--- src/rtl/swc_pkg.sv ---
// Shared constants, command codes and helpers for the switch input channel control
package swc_pkg;

   // Input counts: ground-only inputs first, then programmable ones
   localparam int N_SG = 14;
   localparam int N_SP = 8;
   localparam int N_IN = N_SG + N_SP;

   // Serial frame layout
   localparam int FRAME_BITS = 24;
   localparam int BCNT_W = 5;
   localparam logic [BCNT_W-1:0] BCNT_FULL = 5'h18;
   localparam logic [BCNT_W-1:0] BCNT_MAX = 5'h1F;
   localparam int OP_LSB = 16;
   localparam int OP_W = 8;
   localparam int SO_THERM_BIT = 23;
   localparam int SO_INT_BIT = 22;

   // Command codes in frame bits 23:16
   localparam logic [OP_W-1:0] OP_SETTINGS_SP = 8'h01;
   localparam logic [OP_W-1:0] OP_METAL_SG = 8'h02;
   localparam logic [OP_W-1:0] OP_METAL_SP = 8'h03;
   localparam logic [OP_W-1:0] OP_WETTMR_SG = 8'h04;
   localparam logic [OP_W-1:0] OP_WETTMR_SP = 8'h05;
   localparam logic [OP_W-1:0] OP_TRI_SG = 8'h06;
   localparam logic [OP_W-1:0] OP_TRI_SP = 8'h07;
   localparam logic [OP_W-1:0] OP_INTEN_SG = 8'h08;
   localparam logic [OP_W-1:0] OP_INTEN_SP = 8'h09;
   localparam logic [OP_W-1:0] OP_ANALOG = 8'h0A;

   // Analog command fields
   localparam int ANA_CODE_W = 5;
   localparam int ANA_MODE_LSB = 5;
   localparam int ANA_MODE_W = 2;
   localparam logic [ANA_CODE_W-1:0] ANA_NONE = 5'h00;
   localparam logic [ANA_MODE_W-1:0] ANA_HIZ = 2'h0;
   localparam logic [ANA_MODE_W-1:0] ANA_LOW = 2'h1;
   localparam logic [ANA_MODE_W-1:0] ANA_HIGH = 2'h2;

   // Wetting window timing
   localparam longint CLK_HZ = 10000000;
   localparam longint WET_TIME_MS = 20;
   localparam int WET_CYCLES = int'((CLK_HZ * WET_TIME_MS) / 1000);
   localparam int WET_W = 18;

   // Reset values: all inputs tri-stated, low current, timers on, interrupts on
   localparam logic [N_IN-1:0] RST_TRI = 22'h3FFFFF;
   localparam logic [N_IN-1:0] RST_METAL = 22'h000000;
   localparam logic [N_IN-1:0] RST_WET_EN = 22'h3FFFFF;
   localparam logic [N_IN-1:0] RST_INT_EN = 22'h3FFFFF;
   localparam logic [N_SP-1:0] RST_SP_BATT = 8'h00;

   // Write one bank of a per-input vector, keep the other bank
   function automatic logic [N_IN-1:0] swc_merge(input logic [N_IN-1:0] old,
                                                 input logic [15:0] data,
                                                 input logic is_sp);
      logic [N_IN-1:0] r;
      r = old;
      if (is_sp) begin
         r[N_IN-1:N_SG] = data[N_SP-1:0];
      end else begin
         r[N_SG-1:0] = data[N_SG-1:0];
      end
      return r;
   endfunction

endpackage : swc_pkg

--- src/rtl/swc_channel_ctrl.sv ---
// Switch input channel control: command decode, sources, analog select, status, interrupt
//
// How it works
// RULE1: high current only first 20 ms after closure
// RULE2: timer off means continuous wetting current
// RULE3: contact type picks 16 mA or 2 mA
// RULE4: analog command code picks one of 22 inputs
// RULE5: analog mux switches at select rising edge
// RULE6: analog-selected input reports status 0
// RULE7: analog input: hi-Z, 2 mA or 16 mA
// RULE8: reset gives Normal mode, all inputs tri-stated
// RULE9: battery type sinks, ground type sources
// RULE10: comparator active when tri-stated; low ground input reads 1
// RULE11: tri-state off enables source, on disables
// RULE12: interrupt enable per input
// RULE13: host orders gate driver setup commands
// RULE14: commands accepted in Normal mode
// RULE15: overheat forces 2 mA and interrupts
// RULE16: interrupt held low until status acknowledged
// RULE17: settings change only on complete frame
//
// Notes for users
// Every pin but the mode and reset inputs passes two flip-flops, so each reaction lags about three clocks.
// The link needs at least four clocks per half period of its serial clock.
// Settings move one clock after the link reports a whole frame.
// A cut or overlong frame still acknowledges, but changes no setting.
// The answer word is frozen at select fall; later closures wait a frame.
// Interrupt set beats acknowledge in one cycle, so no change is lost.
// A change seen while selected keeps the interrupt through that frame.
// Mode arrives as a plain input; sleep sequencing lives elsewhere.
// Overheat derates outputs only; the programmed bits are kept,
// so the old currents return by themselves once the die cools.
// Heat outside Normal mode is ignored, as the monitor rests there;
// a die already hot when Normal mode returns raises no interrupt.
// Analog code 0 and codes past the last input select nothing.
// Analog mode 3 is taken as a low current source, the safe choice.
// The wetting window restarts on each closure edge and dies on opening.
// Window length is a parameter so a bench can shorten it.
// Sources are computed from next settings, so a command and its
// effect land in the same clock and no one-clock glitch appears.
// Trade-off: every input carries its own window counter, which costs
// area but lets closures on different inputs overlap freely.
module swc_channel_ctrl
   import swc_pkg::*;
#(
   parameter int WET_CNT = WET_CYCLES // Wetting window length in clocks
) (
   input wire logic clk,
   input wire logic rst_n,
   input wire logic sclk,
   input wire logic cs_n,
   input wire logic si,
   output logic so_out,
   output logic so_oe_n,
   input wire logic [swc_pkg::N_IN-1:0] term_high,
   input wire logic over_temp,
   input wire logic normal_mode,
   output logic [swc_pkg::N_IN-1:0] src_on,
   output logic [swc_pkg::N_IN-1:0] src_high,
   output logic [swc_pkg::N_SP-1:0] sp_sink,
   output logic [swc_pkg::ANA_CODE_W-1:0] analog_mux_output_sel,
   output logic int_n
);
   import swc_pkg::*;

   // All state of the block
   typedef struct packed {
      logic [N_IN-1:0] tri_st; // 1 = input tri-stated
      logic [N_IN-1:0] metal; // 1 = high current contact type
      logic [N_IN-1:0] wet_en; // 1 = wetting timer in use
      logic [N_IN-1:0] int_en; // 1 = changes raise interrupt
      logic [N_SP-1:0] sp_batt; // 1 = switch to battery
      logic [ANA_CODE_W-1:0] ana_code; // Active analog channel code
      logic [ANA_MODE_W-1:0] ana_mode; // Analog current mode
      logic [N_IN-1:0] lvl_s1; // Terminal sync, first stage
      logic [N_IN-1:0] lvl_s2; // Terminal sync, second stage
      logic hot_s1; // Thermal sync, first stage
      logic hot_s2; // Thermal sync, second stage
      logic hot_d; // Thermal level last cycle
      logic [N_IN-1:0] closed_d; // Closure state last cycle
      logic int_pend; // Interrupt waiting for acknowledge
      logic chg_in_frame; // Event seen while selected
      logic in_frame; // Select is low
      logic therm_flag; // Sticky overheat flag
      logic [N_IN-1:0] src_on; // Registered source enables
      logic [N_IN-1:0] src_high; // Registered high current selects
      logic [N_SP-1:0] sp_sink; // Registered sink directions
   } swc_st_t;

   swc_st_t st;
   swc_st_t next_st;

   // Link and timer wiring
   logic frame_start;
   logic frame_end;
   logic frame_ok;
   logic [FRAME_BITS-1:0] rx_word;
   logic [FRAME_BITS-1:0] tx_word;
   logic [N_IN-1:0] closed; // Switch closed per input
   logic [N_IN-1:0] window; // Wetting window open per input
   logic [N_IN-1:0] ana_sel; // One-hot analog selection
   logic [N_IN-1:0] status; // Reported status bits

   // One-hot input mask for an analog code; code 0 selects nothing
   function automatic logic [N_IN-1:0] swc_ana_mask(input logic [ANA_CODE_W-1:0] code);
      logic [N_IN-1:0] m;
      m = '0;
      for (int i = 0; i < N_IN; i++) begin
         if (code == ANA_CODE_W'(i + 1)) begin
            m[i] = 1'b1;
         end
      end
      return m;
   endfunction

   // Serial link with its own pin synchronisers
   swc_spi_link u_link (
      .clk(clk),
      .rst_n(rst_n),
      .sclk(sclk),
      .cs_n(cs_n),
      .si(si),
      .tx_word(tx_word),
      .frame_start(frame_start),
      .frame_end(frame_end),
      .frame_ok(frame_ok),
      .rx_word(rx_word),
      .so_out(so_out),
      .so_oe_n(so_oe_n)
   );

   // Wetting windows run off closure edges
   swc_wet_timer #(
      .CYCLES(WET_CNT)
   ) u_wet (
      .clk(clk),
      .rst_n(rst_n),
      .closed(closed),
      .window(window)
   );

   // Closure per input from the synced terminal level
   always_comb begin
      // Ground inputs close towards ground
      for (int i = 0; i < N_SG; i++) begin
         closed[i] = ~st.lvl_s2[i]; // RULE10
      end
      // Programmable inputs follow their direction bit
      for (int j = 0; j < N_SP; j++) begin
         if (st.sp_batt[j]) begin
            closed[N_SG+j] = st.lvl_s2[N_SG+j]; // Battery switch pulls high
         end else begin
            closed[N_SG+j] = ~st.lvl_s2[N_SG+j]; // RULE10
         end
      end
   end

   // Comparator keeps reading even when tri-stated; analog input reads 0
   assign ana_sel = swc_ana_mask(st.ana_code);
   assign status = closed & ~ana_sel; // RULE6 RULE10

   // Answer word loaded when select falls
   assign tx_word = {st.therm_flag, st.int_pend, status};

   // Next state: sync, command decode, sources, events
   always_comb begin
      logic [OP_W-1:0] op;
      logic [15:0] data;
      logic is_sp;
      logic [N_IN-1:0] chg;
      logic ev;
      logic ack;
      logic hot; // Overheat that counts: Normal mode only
      logic [N_IN-1:0] next_ana; // Analog mask of the next code
      // Give every local a value before any branch reads it
      chg = '0;
      ev = 1'b0;
      ack = 1'b0;
      hot = st.hot_s2 && normal_mode; // RULE15
      next_ana = '0;
      op = rx_word[OP_LSB +: OP_W];
      data = rx_word[15:0];
      is_sp = op[0];
      next_st = st;

      // Two-stage synchronisers for pins from outside the clock domain
      next_st.lvl_s1 = term_high;
      next_st.lvl_s2 = st.lvl_s1;
      next_st.hot_s1 = over_temp;
      next_st.hot_s2 = st.hot_s1;
      next_st.hot_d = st.hot_s2;
      next_st.closed_d = closed;

      // Frame tracking
      if (frame_start) begin
         next_st.in_frame = 1'b1;
      end else if (frame_end) begin
         next_st.in_frame = 1'b0;
      end

      // Commands apply only at the end of a whole frame in Normal mode
      if (frame_ok && normal_mode) begin // RULE14 RULE17
         case (op)
            OP_SETTINGS_SP: begin
               // Direction bits, programmable bank only
               next_st.sp_batt = data[N_SP-1:0]; // RULE9
            end
            OP_METAL_SG, OP_METAL_SP: begin
               // Contact type per bank, 1 picks the high current
               next_st.metal = swc_merge(st.metal, data, is_sp); // RULE3
            end
            OP_WETTMR_SG, OP_WETTMR_SP: begin
               // Timer enables per bank
               next_st.wet_en = swc_merge(st.wet_en, data, is_sp); // RULE2
            end
            OP_TRI_SG, OP_TRI_SP: begin
               // Tri-state per bank, 1 turns the source off
               next_st.tri_st = swc_merge(st.tri_st, data, is_sp); // RULE11
            end
            OP_INTEN_SG, OP_INTEN_SP: begin
               // Interrupt enables per bank
               next_st.int_en = swc_merge(st.int_en, data, is_sp); // RULE12
            end
            OP_ANALOG: begin
               // Codes beyond the last input select nothing
               if (data[ANA_CODE_W-1:0] <= ANA_CODE_W'(N_IN)) begin
                  next_st.ana_code = data[ANA_CODE_W-1:0]; // RULE4 RULE5
               end else begin
                  next_st.ana_code = ANA_NONE;
               end
               next_st.ana_mode = data[ANA_MODE_LSB +: ANA_MODE_W]; // RULE7
            end
            default: begin
               // Unknown code: nothing changes
            end
         endcase
      end

      // Events: enabled state changes and overheat onset
      chg = (closed ^ st.closed_d) & st.int_en; // RULE12
      ev = (|chg) || (hot && !st.hot_d); // RULE15
      // Acknowledge only a frame that saw no change of its own
      ack = frame_end && !st.chg_in_frame && !ev;

      // Event during a frame blocks that frame's acknowledge
      if (frame_start) begin
         next_st.chg_in_frame = ev;
      end else if (st.in_frame && ev) begin
         next_st.chg_in_frame = 1'b1;
      end

      // Set wins over acknowledge
      next_st.int_pend = ev | (st.int_pend & ~ack); // RULE16

      // Thermal flag clears at frame end only once cool; a frame that
      // ends while still hot leaves it set for the next answer word
      if (hot) begin
         next_st.therm_flag = 1'b1; // RULE15
      end else if (frame_end) begin
         next_st.therm_flag = 1'b0;
      end

      // Current sources, computed from the next settings so that they
      // move in the same clock as the command that changes them
      next_ana = swc_ana_mask(next_st.ana_code); // RULE5
      for (int i = 0; i < N_IN; i++) begin
         if (next_ana[i]) begin
            // Analog channel uses its own current mode
            next_st.src_on[i] = (next_st.ana_mode != ANA_HIZ); // RULE7
            next_st.src_high[i] = (next_st.ana_mode == ANA_HIGH) && !hot; // RULE7 RULE15
         end else begin
            // Tri-state bit gates the programmed source
            next_st.src_on[i] = ~next_st.tri_st[i]; // RULE11
            // High current while window open, or always when timer off
            next_st.src_high[i] = next_st.metal[i] && !hot &&
                                  (!next_st.wet_en[i] || window[i]); // RULE1 RULE2 RULE3 RULE15
         end
      end
      next_st.sp_sink = next_st.sp_batt; // RULE9
   end

   // State register; reset leaves every input tri-stated
   always_ff @(posedge clk) begin
      if (!rst_n) begin
         st <= '0;
         st.tri_st <= RST_TRI; // RULE8
         st.metal <= RST_METAL;
         st.wet_en <= RST_WET_EN;
         st.int_en <= RST_INT_EN;
         st.sp_batt <= RST_SP_BATT;
         st.ana_code <= ANA_NONE;
         st.ana_mode <= ANA_HIZ;
         // Syncs start at the open level so no closure is seen after reset
         st.lvl_s1 <= '1;
         st.lvl_s2 <= '1;
         st.closed_d <= '0;
      end else begin
         st <= next_st;
      end
   end

   // Outputs straight from flip-flops
   assign src_on = st.src_on;
   assign src_high = st.src_high;
   assign sp_sink = st.sp_sink;
   assign analog_mux_output_sel = st.ana_code; // RULE5
   assign int_n = ~st.int_pend; // RULE16

endmodule // swc_channel_ctrl

--- src/rtl/swc_spi_link.sv ---
// Serial slave link: pin synchronisers, shifter and frame framing
module swc_spi_link
   import swc_pkg::*;
(
   input wire logic clk,
   input wire logic rst_n,
   input wire logic sclk,
   input wire logic cs_n,
   input wire logic si,
   input wire logic [swc_pkg::FRAME_BITS-1:0] tx_word,
   output logic frame_start,
   output logic frame_end,
   output logic frame_ok,
   output logic [swc_pkg::FRAME_BITS-1:0] rx_word,
   output logic so_out,
   output logic so_oe_n
);
   import swc_pkg::*;

   typedef struct packed {
      logic [2:0] s1; // First sync stage {sclk, cs_n, si}
      logic [2:0] s2; // Second sync stage
      logic sclk_d; // Previous synced clock
      logic cs_d; // Previous synced select
      logic [FRAME_BITS-1:0] rx; // Receive shifter
      logic [FRAME_BITS-1:0] tx; // Transmit shifter
      logic [BCNT_W-1:0] bcnt; // Bits seen, saturating
      logic so; // Serial out bit
      logic start; // Frame start pulse
      logic fin; // Frame end pulse
      logic ok; // Frame had exactly one word
   } swc_sl_t;

   swc_sl_t st;
   swc_sl_t next_st;

   // Mode 0: sample on rising clock, shift out on falling clock
   always_comb begin
      next_st = st;
      next_st.s1 = {sclk, cs_n, si};
      next_st.s2 = st.s1;
      next_st.sclk_d = st.s2[2];
      next_st.cs_d = st.s2[1];
      next_st.start = 1'b0;
      next_st.fin = 1'b0;
      if (st.cs_d && !st.s2[1]) begin
         next_st.tx = tx_word;
         next_st.so = tx_word[FRAME_BITS-1];
         next_st.bcnt = '0;
         next_st.start = 1'b1;
      end else if (!st.cs_d && st.s2[1]) begin
         next_st.fin = 1'b1;
         next_st.ok = (st.bcnt == BCNT_FULL); // RULE17
      end else if (!st.s2[1]) begin
         if (!st.sclk_d && st.s2[2]) begin
            next_st.rx = {st.rx[FRAME_BITS-2:0], st.s2[0]};
            if (st.bcnt != BCNT_MAX) begin
               next_st.bcnt = st.bcnt + 1'b1;
            end
         end else if (st.sclk_d && !st.s2[2]) begin
            next_st.tx = {st.tx[FRAME_BITS-2:0], 1'b0};
            next_st.so = st.tx[FRAME_BITS-2];
         end
      end
   end

   // State register; select idles high so no false edge after reset
   always_ff @(posedge clk) begin
      if (!rst_n) begin
         st <= '0;
         st.s1 <= 3'h2;
         st.s2 <= 3'h2;
         st.cs_d <= 1'b1;
      end else begin
         st <= next_st;
      end
   end

   assign frame_start = st.start;
   assign frame_end = st.fin;
   assign frame_ok = st.fin & st.ok;
   assign rx_word = st.rx;
   assign so_out = st.so;
   assign so_oe_n = st.cs_d; // Drive only while selected

endmodule // swc_spi_link

--- src/rtl/swc_wet_timer.sv ---
// Per-input wetting window timers started by each switch closure
module swc_wet_timer
   import swc_pkg::*;
#(
   parameter int CYCLES = WET_CYCLES
) (
   input wire logic clk,
   input wire logic rst_n,
   input wire logic [swc_pkg::N_IN-1:0] closed,
   output logic [swc_pkg::N_IN-1:0] window
);
   import swc_pkg::*;

   // Last count value, cast to WET_W bits with no check, so CYCLES must fit WET_W bits
   localparam logic [WET_W-1:0] LAST = WET_W'(CYCLES - 1);

   typedef struct packed {
      logic [N_IN-1:0][WET_W-1:0] cnt; // Cycles since closure
      logic [N_IN-1:0] prev; // Closure state last cycle
      logic [N_IN-1:0] win; // Window open
   } swc_wt_t;

   swc_wt_t st;
   swc_wt_t next_st;

   // Open on closure edge, close after CYCLES or on opening
   always_comb begin
      next_st = st;
      next_st.prev = closed;
      for (int i = 0; i < N_IN; i++) begin
         if (closed[i] && !st.prev[i]) begin
            next_st.win[i] = 1'b1; // RULE1
            next_st.cnt[i] = '0;
         end else if (!closed[i]) begin
            next_st.win[i] = 1'b0;
         end else if (st.win[i]) begin
            if (st.cnt[i] == LAST) begin
               next_st.win[i] = 1'b0; // RULE1
            end else begin
               next_st.cnt[i] = st.cnt[i] + 1'b1;
            end
         end
      end
   end

   // State register
   always_ff @(posedge clk) begin
      if (!rst_n) begin
         st <= '0;
      end else begin
         st <= next_st;
      end
   end

   assign window = st.win;

endmodule // swc_wet_timer

--- config.mk ---
export PLATFORM = sky130hd
export DESIGN_NAME = swc_channel_ctrl
export DESIGN_NICKNAME = d
export VERILOG_FILES = /design/src/rtl/swc_pkg.sv /design/src/rtl/swc_channel_ctrl.sv /design/src/rtl/swc_spi_link.sv /design/src/rtl/swc_wet_timer.sv
export SDC_FILE = /design/constraint.sdc
export NUM_CORES = 2
export LEC_CHECK = 0
export BUFFER_PORTS_ARGS = -buffer_cell sky130_fd_sc_hd__buf_2
export CAP_MARGIN = 25
export CELL_PAD_IN_SITES_DETAIL_PLACEMENT = 1
export CELL_PAD_IN_SITES_GLOBAL_PLACEMENT = 1
export CORE_MARGIN = 4
export CORE_UTILIZATION = 52
export CTS_BUF_LIST = sky130_fd_sc_hd__clkbuf_16
export DETAILED_ROUTE_END_ITERATION = 12
export GPL_TIMING_DRIVEN = 0
export MAX_ROUTING_LAYER = met4
export PLACE_DENSITY = 0.89
export SLEW_MARGIN = 25
export SYNTH_ARGS = -nofsm -noshare
export SYNTH_HDL_FRONTEND = slang
export SYNTH_SLANG_ARGS = --single-unit
--- constraint.sdc ---
create_clock -name clk -period 5.3 [get_ports clk]
set_input_delay 0 -clock clk [delete_from_list [all_inputs] [get_ports clk]]
set_output_delay 0 -clock clk [all_outputs]
set_load 0.03 [all_outputs]
==> impl_metrics.toml <==
[synthesis]
avgSynthCellArea_um2 = 8.70
synthMuxAreaShare_pct = 5.02
yosys_register_bits = 702
yosys.area_share.simple_pct = 26.8
ys_types = 84
synth_ff_type = "dfxtp_1"
yosys.area_share.adder_pct = 1.86
synth_nets = 3716
async_flop_share_pct = 0
synth_top_family_by_area = "simple AND/OR/NAND/NOR gates"
synth-edff-count = 0
ys_seq_area_share_pct = 44.4
synth_xor_area_share_pct = 6.94
netlist_instances = 3640
yosys_warnings = 0
synth_area_um2 = 31700
synth_compound_area_share_pct = 10.2

[timing]
setup-violations-final = 0
holdWs_ns = 0.106
tightest_slew_ns = 1.13
fin_skew_ns = 0.0185
slew_headroom_pct = 24.7
rsz0062_at_grt = "false"
finalSetupTns_ns = 0
hold_violations = 0
fmax_mhz = 321
slew_viol_final = 0
min_period_over_period_pct = 58.9
layout_setup_ws_ns = 2.18
layout_min_cycle_time_ns = 3.12

[setup_path]
cpMostUsedCell = "mux2i_1"
cp_num_buf_inv = 1
worstPathArrival_ns = 3.60
cp-endpoint = "src_on[4]"
timing.rr.end = "src_on[4]"
path_class = "flip-flop to flip-flop"
required_ns = 5.78
cp-startpoint = "u_link.rx_word[20]"
cp_slowest_cell = "nor4_1"
crit_fanout = 10
timing.rr.start = "u_link.rx_word[20]"
startpoint_type = "flip-flop"
crit_family = "simple AND/OR/NAND/NOR gates"
cp_cell_sequence = "nor4_1 -> nand4_1 -> clkbuf_1 -> mux2i_1 -> nand2_1 -> mux2i_1"
cp_slowest_stage_delay_ns = 0.62
path_depth = 6
reg2reg_depth = 6
endpoint_kind = "flip-flop"
rrSetupSlack_ns = 2.18

[drt]
antenna_left = 0
vias = 28300
drc_errors = 0
wirelength_um = 102000
drt_iter0_markers = 2054
first_pass_iters = 5
post_drt_wl_per_cell_um = 21.9
viasPerCell = 6.04

[final_layout]
fin_nets = 3908
final_cell_mix = "702 x dfxtp_1, 449 x nor2_1, 385 x nand2_1, 153 x a21oi_1, 141 x nand3_1"
multi_input_area_um2 = 16100
final_common_cell = "dfxtp_1"
seq_area_um2 = 14100
drive_gt1_share_pct = 9.94
nFillCells = 7043
syn_to_final_growth_pct = 13.5

[cts]
cts_tree = "yes"
clock_sinks = 702
postCtsHoldBufs = 27
path_clk_slew_ns = 0.07
h-tree-depth = 3
clockRootBuffer = "clkbuf_16"
cts_setup_buffers = 0
cts_resized = 0
cts_buffer_depth = 3
insertion_delay_ns = 0.62
cts_buffers = 75

[power_and_ir_drop]
p_leak_uw = 0.0134
power.density_nw_per_um2 = 312
ir_drop_mv = 0.219

[die]
rows = 90
core_um2 = 60400
io_pins = 89
initial_core_util_pct = 52.5
die_h_um = 255
die_area_um2 = 64900
die_width_um = 255

[global_routing]
grt_start_max_net_pins = 15
grt.total_usage_pct = 31.8
gr-total-overflow = 0
antenna_found_initial = 3
grt_pass1_wl_um = 161000
grt_pass1_vias = 29200

[worst_hold_path]
hp-class = "input pin to flip-flop"

[placed_design]
port_buffers = 87
place.gp.congestion = 0.974
dp_hpwl_um = 67900
place_ws_ns = 1.85

[status]
status = "complete, no violations"

[job]
cap_viol_max_count = 0
[per-layer routing]
layer / global-route usage, % / wire (um) / vias up
li1: - / - / 13100
met1: 38.9 / 42700 / 14000
met2: 53.4 / 49400 / 866
met3: 4.81 / 5940 / 257
met4: 12.3 / 4280 / 0
met5: - / 0 / -
[cells in the mapped netlist, types with 7 or more instances]
cell / instances / share of area [%]
or4_1: 42 / 1.0
or4b_2: 10 / 0.32
nand3_1: 141 / 2.2
a21oi_1: 153 / 2.4
a22oi_1: 9 / 0.21
nor3_1: 69 / 1.1
and4b_1: 9 / 0.28
dfxtp_1: 702 / 44
nand2_1: 385 / 4.6
nand3b_1: 11 / 0.26
o211ai_1: 58 / 1.4
o21ai_1: 9 / 0.14
a211oi_1: 31 / 0.73
a31oi_1: 14 / 0.28
nand2b_1: 80 / 1.6
o21a_1: 24 / 0.57
mux2_2: 24 / 0.85
buf_1: 11 / 0.13
o2111ai_1: 12 / 0.33
a2111oi_0: 7 / 0.19
ha_1: 47 / 1.9
buf_2: 17 / 0.27
or3_1: 68 / 1.3
xor2_1: 117 / 3.2
nor4_1: 45 / 0.89
xnor2_1: 134 / 3.7
nor4b_1: 15 / 0.41
and3_1: 64 / 1.3
nor4bb_1: 13 / 0.41
nand4_1: 108 / 2.1
buf_4: 58 / 1.4
nor2_1: 449 / 5.3
a211o_1: 12 / 0.33
o21ai_0: 72 / 1.1
or2_2: 25 / 0.49
a41o_1: 12 / 0.38
and4_1: 33 / 0.91
inv_1: 123 / 1.5
a31o_2: 18 / 0.50
nor2b_1: 21 / 0.41
and2_1: 45 / 0.89
o22a_1: 7 / 0.19
o31ai_1: 9 / 0.21
clkbuf_1: 121 / 1.4
mux2i_1: 124 / 3.9
[final cells by class]
type | count | share of cell area, %
diodes | 4 | 0.0278
plain buffers | 211 | 2.95
clock buffers | 81 | 5.64
clock inverters | 57 | 1.48
inverters | 124 | 1.29
multi-input cells | 2603 | 44.8
flip-flops and latches | 702 | 39.1
well taps | 782 | 2.72
repair buffers | 115 | 1.99
[worst min path at each step]
stage / startpoint / endpoint / slack, ns / cells after the start
floorplan: term_high[19] / next_st[100] / 0.10 / 1
global placement: term_high[15] / next_st[96] / 0.18 / 2
detailed placement: term_high[15] / next_st[96] / 0.19 / 2
CTS: term_high[18] / next_st[99] / 0.07 / 3
global route: term_high[16] / next_st[97] / 0.11 / 3
finish: term_high[16] / next_st[97] / 0.11 / 3
[sequential cells by signal, indices dropped and copies added, names as in the netlist]
register	cells
u_wet.st	418
st	117
u_link.st	31
next_st	24
u_link.rx_word	24
src_high	22
src_on	22
u_wet.window	22
sp_sink	8
analog_mux_output_sel	5
u_link.next_st	5
u_link.frame_end	1
u_link.frame_start	1
u_link.so_oe_n	1
u_link.so_out	1
[report_power, final]
part,internal [uW],leakage (uW),switching [uW]
sequential,5310,0.00567,23.7
clock,3250,0.00128,2280
combinational,90.3,0.00647,256
[stage by stage]
stage / cells / total power, uW / area (um2) / utilization (%)
floorplan: 3640 / 5610 / 31700 / -
global placement: 4509 / 5750 / 33100 / 54.8
detailed placement: 4510 / 5760 / 33100 / 54.8
CTS: 4675 / 11200 / 35900 / 59.5
global route: 4679 / 11500 / 35900 / 59.6
finish: 4679 / 11200 / 35900 / 59.6
[worst min-delay path: stages]
cell and delay, ns:
dlygate4sd3_1 0.51, buf_2 0.10, nand2b_1 0.08
[logic make-up after synthesis]
logic type | after synthesis
adders and majority gates | 47
buffers and inverters | 335
xor gates and xnor gates | 251
muxes | 154
and+or+nand+nor | 1665
AOI/OAI and AO/OA | 486
DFF | 702
No activity file was read; power rests on OpenSTA's default activity.
